`src/ccbs_pkg.sv`:
```
// Functional notes
// - Keep time of day, weekday and date
// - 24-hour default; 12-hour am/pm selectable
// - Seasonal shifts automatic from set dates
// - Summer: first Sunday after, 02:00 to 03:00
// - Winter: first Sunday after, 03:00 to 02:00
// - Equal start dates disable seasonal shifts
// - Standalone: no bus time sent or taken
// - Follower: bus time is the reference
// - Master: broadcast time onto the bus
// - Standalone: local setting, no bus alignment
// - Follower without remote: refuse local setting
// - Follower with remote: local change sent out
// - Master: local change updates system time
// - Several masters raise fault 5002, acknowledged
// - Follower without bus time: fault 5001
// - Time lost, not resupplied: fault 5003
// - Invalid time shown blinking
package ccbs_pkg;
   // Register bus
   localparam int ADDR_W = 8;
   localparam int DATA_W = 32;
   localparam logic [7:0] OFS_CTRL    = 8'h00;
   localparam logic [7:0] OFS_TIME    = 8'h04;
   localparam logic [7:0] OFS_DATE    = 8'h08;
   localparam logic [7:0] OFS_SEASON  = 8'h0C;
   localparam logic [7:0] OFS_STATUS  = 8'h10;
   localparam logic [7:0] OFS_MASK    = 8'h14;
   localparam logic [7:0] OFS_FAULT   = 8'h18;
   localparam logic [7:0] OFS_DISPLAY = 8'h1C;
   // Clock mode codes
   localparam logic [1:0] MODE_ALONE  = 2'h0;
   localparam logic [1:0] MODE_FOLLOW = 2'h1;
   localparam logic [1:0] MODE_MASTER = 2'h2;
   // Status and fault bit positions
   localparam int ST_SYSFAIL = 0;
   localparam int ST_MULTI   = 1;
   localparam int ST_INVALID = 2;
   localparam int ST_SHIFT   = 3;
   localparam int ST_W       = 4;
   // Reset values and the Sunday weekday code
   localparam logic [4:0] RST_SUM_DAY = 5'h19;
   localparam logic [3:0] RST_SUM_MON = 4'h3;
   localparam logic [4:0] RST_WIN_DAY = 5'h19;
   localparam logic [3:0] RST_WIN_MON = 4'hA;
   localparam logic [2:0] RST_WDAY    = 3'h5;
   localparam logic [2:0] SUNDAY      = 3'h6;
   // Timing
   localparam int CLK_HZ       = 50_000_000;
   localparam int TICK_S       = 1;
   localparam int TICK_CYCLES  = CLK_HZ * TICK_S;
   localparam int BUS_LOSS_S   = 60;
endpackage

```
`src/ccbs_top.sv`:
```
// Decided for this implementation: strobed register access and the register addresses.
`timescale 1ns/10ps
`default_nettype none
module ccbs_top #(
   parameter int TICK_CYCLES = ccbs_pkg::TICK_CYCLES,
   parameter int BUS_LOSS_S  = ccbs_pkg::BUS_LOSS_S
) (
   input  wire logic                        clock,
   input  wire logic                        reset,
   input  wire logic [ccbs_pkg::ADDR_W-1:0] address,
   input  wire logic [ccbs_pkg::DATA_W-1:0] write_data,
   input  wire logic                        write_strobe,
   input  wire logic                        read_strobe,
   output logic      [ccbs_pkg::DATA_W-1:0] read_data,
   output logic                             irq,
   input  wire logic                        rx_valid,
   input  wire logic [19:0]                 rx_time,
   input  wire logic [15:0]                 rx_date,
   input  wire logic                        rx_master_seen,
   output logic                             tx_valid,
   output logic                             tx_adjust,
   output logic      [19:0]                 tx_time,
   output logic      [15:0]                 tx_date
);
   import ccbs_pkg::*;

   // Configuration
   logic       fmt_12h;      // Presentation format
   logic [1:0] mode;         // Bus time role
   logic       remote_adj;   // Follower may set system time
   logic [4:0] sum_day;      // Earliest summer changeover
   logic [3:0] sum_mon;
   logic [4:0] win_day;      // Earliest winter changeover
   logic [3:0] win_mon;
   // Clock state
   logic [5:0] sec;
   logic [5:0] min;
   logic [4:0] hour;
   logic [2:0] wday;         // 0 is Monday
   logic [4:0] day;
   logic [3:0] mon;
   logic [6:0] year;         // Years past 2000
   logic       dst_on;       // Summer time in force
   logic       sum_pend;     // Summer start date passed
   logic       win_pend;     // Winter start date passed
   logic       invalid;      // Time lost and not yet set
   // Faults and interrupts
   logic       multi;        // Latched until acknowledged
   logic [ST_W-1:0] status;
   logic [ST_W-1:0] mask;
   logic [ST_W-1:0] fault_q; // Previous fault levels
   // Timebase and transmit requests
   logic [31:0] tick_cnt;
   logic        tick;
   logic [15:0] loss_cnt;    // Seconds without bus time
   logic        blink;
   logic        tx_pend;
   logic        tx_pend_adj;

   // Days in a month; 2000 is leap, 2100 is not
   function automatic logic [4:0] month_len(input logic [3:0] m,
                                            input logic [6:0] y);
      logic leap;
      leap = (y[1:0] == 2'h0) && (y != 7'h64);
      case (m)
         4'h2:    month_len = leap ? 5'h1D : 5'h1C;
         4'h4,
         4'h6,
         4'h9,
         4'hB:    month_len = 5'h1E;
         default: month_len = 5'h1F;
      endcase
   endfunction

   // Control, time and date strobes decoded once
   logic wr_ctrl;
   logic wr_time;
   logic wr_date;
   logic local_ok;
   logic follow;
   logic master;
   assign wr_ctrl = write_strobe && (address == OFS_CTRL);
   assign wr_time = write_strobe && (address == OFS_TIME);
   assign wr_date = write_strobe && (address == OFS_DATE);
   assign follow  = (mode == MODE_FOLLOW);
   assign master  = (mode == MODE_MASTER);
   // Standalone and master always accept; follower only with remote
   assign local_ok = !follow || remote_adj;

   // Bus time is taken only as follower, so standalone ignores it
   logic bus_load;
   assign bus_load = rx_valid && follow;

   // Next-second arithmetic
   logic       sec_end;
   logic       min_end;
   logic       day_end;
   logic       date_end;
   logic       same_dates;
   logic       to_summer;
   logic       to_winter;
   logic [4:0] next_day;
   logic [3:0] next_mon;
   logic [6:0] next_year;
   always_comb begin
      sec_end  = (sec == 6'h3B);
      min_end  = sec_end && (min == 6'h3B);
      day_end  = min_end && (hour == 5'h17);
      date_end = (day == month_len(mon, year));
      next_day  = date_end ? 5'h01 : day + 5'h01;
      next_mon  = mon;
      next_year = year;
      if (date_end) begin
         next_mon = (mon == 4'hC) ? 4'h1 : mon + 4'h1;
         if (mon == 4'hC) begin
            next_year = year + 7'h01;
         end
      end
      same_dates = (sum_day == win_day) && (sum_mon == win_mon);
      // Shift only after the start date, never on it
      to_summer = min_end && (hour == 5'h01) && (wday == SUNDAY)
                  && sum_pend && !dst_on && !same_dates
                  && !((day == sum_day) && (mon == sum_mon));
      to_winter = min_end && (hour == 5'h02) && (wday == SUNDAY)
                  && win_pend && dst_on && !same_dates
                  && !((day == win_day) && (mon == win_mon));
   end

   // One-second tick from the system clock
   always_ff @(posedge clock) begin
      if (reset || tick) begin
         tick_cnt <= 32'h0;
      end else begin
         tick_cnt <= tick_cnt + 32'h1;
      end
   end
   assign tick = (tick_cnt == 32'(TICK_CYCLES - 1));

   // Configuration registers
   always_ff @(posedge clock) begin
      if (reset) begin
         fmt_12h    <= 1'b0;
         mode       <= MODE_ALONE;
         remote_adj <= 1'b1;
         sum_day    <= RST_SUM_DAY;
         sum_mon    <= RST_SUM_MON;
         win_day    <= RST_WIN_DAY;
         win_mon    <= RST_WIN_MON;
      end else if (wr_ctrl) begin
         fmt_12h    <= write_data[0];
         mode       <= write_data[2:1];
         remote_adj <= write_data[3];
      end else if (write_strobe && (address == OFS_SEASON)) begin
         sum_day <= write_data[4:0];
         sum_mon <= write_data[11:8];
         win_day <= write_data[20:16];
         win_mon <= write_data[27:24];
      end
   end

   // Time of day, weekday and date
   always_ff @(posedge clock) begin
      if (reset) begin
         sec  <= 6'h00;
         min  <= 6'h00;
         hour <= 5'h00;
         wday <= RST_WDAY;
         day  <= 5'h01;
         mon  <= 4'h1;
         year <= 7'h00;
      end else if (bus_load) begin
         // Follower aligns to system time, whatever the remote setting
         sec  <= rx_time[5:0];
         min  <= rx_time[11:6];
         hour <= rx_time[16:12];
         wday <= rx_time[19:17];
         day  <= rx_date[4:0];
         mon  <= rx_date[8:5];
         year <= rx_date[15:9];
      end else if (wr_time && local_ok) begin
         sec  <= write_data[5:0];
         min  <= write_data[13:8];
         hour <= write_data[20:16];
         wday <= write_data[26:24];
      end else if (wr_date && local_ok) begin
         day  <= write_data[4:0];
         mon  <= write_data[11:8];
         year <= write_data[22:16];
      end else if (tick) begin
         if (to_summer) begin
            // Skip the hour from 02:00 straight to 03:00
            sec  <= 6'h00;
            min  <= 6'h00;
            hour <= 5'h03;
         end else if (to_winter) begin
            // Repeat the hour once; win_pend stops a loop
            sec  <= 6'h00;
            min  <= 6'h00;
            hour <= 5'h02;
         end else begin
            sec <= sec_end ? 6'h00 : sec + 6'h01;
            if (sec_end) begin
               min <= min_end ? 6'h00 : min + 6'h01;
            end
            if (min_end) begin
               hour <= day_end ? 5'h00 : hour + 5'h01;
            end
            if (day_end) begin
               wday <= (wday == SUNDAY) ? 3'h0 : wday + 3'h1;
               day  <= next_day;
               mon  <= next_mon;
               year <= next_year;
            end
         end
      end
   end

   // Season state: arm on reaching a start date, fire on Sunday
   always_ff @(posedge clock) begin
      if (reset) begin
         dst_on   <= 1'b0;
         sum_pend <= 1'b0;
         win_pend <= 1'b0;
      end else if (tick) begin
         if (to_summer) begin
            dst_on   <= 1'b1;
            sum_pend <= 1'b0;
         end else if (to_winter) begin
            dst_on   <= 1'b0;
            win_pend <= 1'b0;
         end else if (day_end && !same_dates) begin
            if ((next_day == sum_day) && (next_mon == sum_mon)) begin
               sum_pend <= 1'b1;
            end
            if ((next_day == win_day) && (next_mon == win_mon)) begin
               win_pend <= 1'b1;
            end
         end
      end
   end

   // Validity: lost at power-up, restored by any accepted setting
   always_ff @(posedge clock) begin
      if (reset) begin
         invalid <= 1'b1;
      end else if (bus_load || ((wr_time || wr_date) && local_ok)) begin
         invalid <= 1'b0;
      end
   end

   // Bus-loss watch counts seconds since the last bus time
   always_ff @(posedge clock) begin
      if (reset || bus_load) begin
         loss_cnt <= 16'h0;
      end else if (tick && (loss_cnt != 16'(BUS_LOSS_S))) begin
         loss_cnt <= loss_cnt + 16'h1;
      end
   end

   // Fault levels; 5001 and 5003 clear themselves
   logic            bus_lost;
   logic [ST_W-1:0] fault;
   assign bus_lost = (loss_cnt == 16'(BUS_LOSS_S));
   always_comb begin
      fault             = '0;
      fault[ST_SYSFAIL] = follow && bus_lost;
      fault[ST_MULTI]   = multi;
      fault[ST_INVALID] = invalid && (bus_lost || !follow);
      fault[ST_SHIFT]   = 1'b0;
   end

   // Second master seen: latch until software writes its status bit
   always_ff @(posedge clock) begin
      if (reset) begin
         multi <= 1'b0;
      end else if (master && rx_master_seen) begin
         multi <= 1'b1;
      end else if (write_strobe && (address == OFS_STATUS)
                   && write_data[ST_MULTI]) begin
         multi <= 1'b0;
      end
   end

   // Sticky status: rising faults and seasonal shifts; set wins
   logic [ST_W-1:0] events;
   always_comb begin
      events           = fault & ~fault_q;
      events[ST_SHIFT] = tick && (to_summer || to_winter);
   end
   always_ff @(posedge clock) begin
      if (reset) begin
         fault_q <= '0;
         status  <= '0;
      end else begin
         fault_q <= fault;
         if (write_strobe && (address == OFS_STATUS)) begin
            status <= (status & ~write_data[ST_W-1:0]) | events;
         end else begin
            status <= status | events;
         end
      end
   end

   // Interrupt mask
   always_ff @(posedge clock) begin
      if (reset) begin
         mask <= '0;
      end else if (write_strobe && (address == OFS_MASK)) begin
         mask <= write_data[ST_W-1:0];
      end
   end
   assign irq = |(status & mask);

   // Blink phase toggles each second
   always_ff @(posedge clock) begin
      if (reset) begin
         blink <= 1'b0;
      end else if (tick) begin
         blink <= !blink;
      end
   end

   // Transmit request: master each minute and on local change,
   // follower with remote only on local change
   always_ff @(posedge clock) begin
      if (reset) begin
         tx_pend     <= 1'b0;
         tx_pend_adj <= 1'b0;
      end else begin
         tx_pend     <= 1'b0;
         tx_pend_adj <= 1'b0;
         if (master && ((tick && sec_end) || wr_time || wr_date)) begin
            tx_pend <= 1'b1;
         end else if (follow && remote_adj && (wr_time || wr_date)) begin
            tx_pend     <= 1'b1;
            tx_pend_adj <= 1'b1;
         end
      end
   end

   // Broadcast carries the time as it stands after the update
   always_ff @(posedge clock) begin
      if (reset) begin
         tx_valid  <= 1'b0;
         tx_adjust <= 1'b0;
         tx_time   <= '0;
         tx_date   <= '0;
      end else begin
         tx_valid  <= tx_pend;
         tx_adjust <= tx_pend_adj;
         if (tx_pend) begin
            tx_time <= {wday, hour, min, sec};
            tx_date <= {year, mon, day};
         end
      end
   end

   // Presented hour in the chosen format
   logic [4:0] show_hour;
   logic       show_pm;
   always_comb begin
      show_pm   = fmt_12h && (hour >= 5'h0C);
      show_hour = hour;
      if (fmt_12h) begin
         if (hour == 5'h00) begin
            show_hour = 5'h0C;
         end else if (hour > 5'h0C) begin
            show_hour = hour - 5'h0C;
         end
      end
   end

   // Registered read data, valid the cycle after the strobe
   always_ff @(posedge clock) begin
      if (reset || !read_strobe) begin
         read_data <= '0;
      end else begin
         case (address)
            OFS_CTRL:    read_data <= {28'h0, remote_adj, mode, fmt_12h};
            OFS_TIME:    read_data <= {5'h0, wday, 3'h0, hour,
                                       2'h0, min, 2'h0, sec};
            OFS_DATE:    read_data <= {9'h0, year, 4'h0, mon, 3'h0, day};
            OFS_SEASON:  read_data <= {4'h0, win_mon, 3'h0, win_day,
                                       4'h0, sum_mon, 3'h0, sum_day};
            OFS_STATUS:  read_data <= {28'h0, status};
            OFS_MASK:    read_data <= {28'h0, mask};
            OFS_FAULT:   read_data <= {26'h0, sum_pend, dst_on, fault};
            // Invalid time blanks every other second
            OFS_DISPLAY: read_data <= {21'h0, !(invalid && blink),
                                       fmt_12h, show_pm,
                                       3'h0, show_hour};
            default:     read_data <= '0;
         endcase
      end
   end
endmodule
`default_nettype wire

```
`config.mk`:
```
export PLATFORM = sky130hd
export DESIGN_NAME = ccbs_top
export DESIGN_NICKNAME = d
export VERILOG_FILES = /design/src/ccbs_pkg.sv /design/src/ccbs_top.sv
export SDC_FILE = /design/constraint.sdc
export NUM_CORES = 1
export LEC_CHECK = 0
export BUFFER_PORTS_ARGS = -buffer_cell sky130_fd_sc_hd__buf_2
export CAP_MARGIN = 5
export CORE_UTILIZATION = 50
export DETAILED_ROUTE_END_ITERATION = 10
export GPL_ROUTABILITY_DRIVEN = 0
export PLACE_DENSITY = 0.72
export REMOVE_ABC_BUFFERS = 1
export SLEW_MARGIN = 20
export SYNTH_ARGS = -nofsm -noshare
export SYNTH_HDL_FRONTEND = slang
export SYNTH_SLANG_ARGS = --single-unit
```
`constraint.sdc`:
```
create_clock -name clock -period 5.9 [get_ports clock]
set_clock_uncertainty 0.1 [all_clocks]
set_input_delay 0.59 -clock clock [delete_from_list [all_inputs] [get_ports clock]]
set_output_delay 0.59 -clock clock [all_outputs]
set_load 0.02 [all_outputs]
```
==> impl_metrics.tcl <==
set metrics [dict create \
    finalCritPeriodShare_pct 63.9 \
    synth_top_area_share_pct 38.2 \
    grt_max_degree 63 \
    powerDensity_nw_per_um2 232 \
    fill_cells 1826 \
    dpl_cell_area_um2 10400 \
    die_area_um2 20100 \
    grt_first_pass_wirelength_mm 44.8 \
    layout_min_cycle_time_ps 3770 \
    synth_area_leaders "dfxtp_1, nor2_1, nand2_1, a21oi_1, mux2i_1" \
    synth_top_family_by_area "simple AND/OR/NAND/NOR gates" \
    cts_tree "yes" \
    synth_seq_cells 186 \
    rrSetupSlack_ps 2330 \
    via_per_inst 5.95 \
    hpwl_mm 19.8 \
    r2r_cells 10 \
    synth_adder_area_share_pct 2.44 \
    core_um2 18900 \
    finalSetupTns_ps 0 \
    timing.critical_path.required_ps 6100 \
    clockRootBuffer "clkbuf_16" \
    ys_seq_area_share_pct 38.2 \
    ios 153 \
    r2r_start "mon[0]$_SDFFE_PP1P_" \
    maxCapViolCount 0 \
    arrival_ps 3970 \
    clk_pin_slew_ps 70 \
    netlist_area_um2 9760 \
    chipHeight_um 142 \
    numCtsBuffers 17 \
    hold_class "in -> reg" \
    setup_viol 0 \
    clock_latency_ps 440 \
    clock_sinks 186 \
    worst_ir_drop_vdd_mv 0.213 \
    status "complete, no violations" \
    drcViolationCount 0 \
    drive_gt1_share_pct 15.2 \
    async_reset_ff_share_pct 0 \
    post_cts_resized 0 \
    row_count 50 \
    cp-startpoint "address[5]" \
    final_area_um2 11000 \
    fin_nets 1382 \
    grt_pass1_vias 8395 \
    synth.avg_cell_area_um2 8.10 \
    fp.dieW_um 142 \
    htreeDepth 4 \
    final_cell_mix "dfxtp_1, nor2_1, buf_2" \
    synth_top_area_cell "dfxtp_1" \
    path_max_fanout 19 \
    layout_commonest_cell "dfxtp_1" \
    slew_headroom_pct 38.2 \
    antenna_found_initial 2 \
    clk_path_buf_depth 2 \
    grt_overflow 0 \
    wl_mm 28.4 \
    path_class "in -> reg" \
    io_buffers 134 \
    synthMuxAreaShare_pct 4.14 \
    routedWlPerCell_um 18.3 \
    num_vias 9254 \
    crit_path_end_kind "flop" \
    synth_compound_area_share_pct 17.8 \
    rsz0062_at_grt "no" \
    crit_end "year[0]$_SDFFE_PP0P_" \
    synth_simple_gate_area_share_pct 24.9 \
    postCtsSetupRepairBufs 0 \
    fmax_ghz 0.265 \
    track_usage_pct 28.7 \
    p_leak_nw 4.22 \
    drt-initial-drc-count 1068 \
    maxSlewViolCount 0 \
    syn_inst 1205 \
    start_util_pct 51.6 \
    r2r-end "year[0]$_SDFFE_PP0P_" \
    synth_ff_type "dfxtp_1" \
    area_delta_synth_final_pct 13.2 \
    hold_violations 0 \
    synth_edf_count 0 \
    yosys_warnings 0 \
    ant_nets 0 \
    synthXorXnorAreaFrac_pct 7.18 \
    worst_pin_slew_ps 924 \
    setup.worst_path.start_class "input port" \
    firstDrtPassIters 6 \
    synth_cell_types 73 \
    hold_buffers 0 \
]
logic make-up (layout without fill, tap and decap cells):
group,count (synthesis),count (layout)
AND/OR/NAND/NOR,498,498
other,1,11
buffers and inverters,119,199
XOR/XNOR,80,80
flip-flops,186,186
adder cells (fa/ha/maj),19,19
multiplexers,40,40
AO/OA/AOI/OAI,262,262
power breakdown:
group          leakage (nW)  total [mW]  switching, mW  internal, mW
Combinational          2.42      0.0920         0.0615        0.0306
Sequential             1.50        1.27        0.00809          1.26
Clock                 0.300        1.20          0.515         0.686
worst max-delay path, cell delays in order:
cell and delay (ps):
buf_2 100, or4_1 690, nor3_4 790, and2_1 220, buf_4 200, a21oi_1 120
o21ai_2 520, nand2_1 340, a211oi_1 300, a211oi_1 80
per-layer routing:
metal  track usage (%)  up-vias  wire length, µm
met5                 0        -                0
met1              37.7     4400            12100
met3              4.99       63             2030
met2              46.5      389            13400
li1                  -     4402                -
met4              12.5        0              881
area by class of cell:
type | count | area, µm² | area share (%)
Antenna cell | 2 | 5.00 | 0.0453
Clock buffer | 20 | 447 | 4.04
Clock inverter | 11 | 164 | 1.48
Inverter | 25 | 93.8 | 0.849
Multi-Input combinational cell | 908 | 5550 | 50.2
Sequential cell | 186 | 3720 | 33.7
Tap cell | 260 | 325 | 2.94
Timing Repair Buffer | 143 | 741 | 6.70
Yosys cell counts, types with 3 or more instances:
cell type and n:
o311ai_0 3, nand4_1 18, nand2_1 131, o21a_1 3, and4_1 3, clkbuf_1 56
a31oi_1 12, nor3_1 26, xor2_1 37, o2111ai_1 4, nand2_2 3, a211oi_1 24
o211ai_1 17, xnor2_1 43, buf_2 12, and3_1 34, a221oi_1 9, a21oi_1 83
nor4_1 10, or2_1 4, nand3b_1 11, inv_1 25, nand4b_1 3, nand3_1 63
a41oi_1 3, o221ai_1 3, o21ai_1 3, o22ai_1 4, buf_4 10, nor2b_1 10
dfxtp_1 186, a22o_1 3, nor2_1 141, buf_1 14, nor4bb_1 3, or3_1 13
nand2b_1 7, a22oi_1 26, mux2i_1 39, o21ai_0 40, ha_1 19, a211o_1 4
sequential cells by signal, indices dropped and copies added (netlist names), 2 cells and up:
| name | cells |
|---|---|
| tick_cnt | 32 |
| read_data | 23 |
| tx_time | 20 |
| loss_cnt | 16 |
| tx_date | 16 |
| year | 7 |
| min | 6 |
| sec | 6 |
| day | 5 |
| hour | 5 |
| sum_day | 5 |
| win_day | 5 |
| mask | 4 |
| mon | 4 |
| status | 4 |
| sum_mon | 4 |
| win_mon | 4 |
| fault_q | 3 |
| wday | 3 |
| mode | 2 |
per-stage QoR:
step / hold slack, ps / util (%) / setup WS, ps / std cells / power (mW)
after detailed placement: 328 / 55.2 / 1750 / 1522 / 1.39
final: 294 / 58.5 / 2130 / 1555 / 2.56
after global routing: 300 / 58.5 / 1930 / 1555 / 2.63
after global placement: 303 / 55.2 / 1800 / 1522 / 1.39
after floorplan: 296 / - / 2610 / 1119 / 1.32
after CTS: 287 / 58.5 / 2200 / 1553 / 2.57
how the worst min path moves through the flow:
stage                           startpoint                 endpoint  slack (ps)  cells past startpoint
floorplan            fault_q[0]$_SDFF_PP0_     status[0]$_SDFF_PP0_         300                      1
global placement     fault_q[0]$_SDFF_PP0_     status[0]$_SDFF_PP0_         300                      1
detailed placement  tx_pend_adj$_SDFF_PP0_     tx_adjust$_SDFF_PP0_         330                      1
CTS                         write_data[27]  win_mon[3]$_SDFFE_PP1P_         290                      3
global route                write_data[25]  win_mon[1]$_SDFFE_PP1P_         300                      3
finish                      write_data[27]  win_mon[3]$_SDFFE_PP1P_         290                      3
Power figures use the tool's default switching activity.
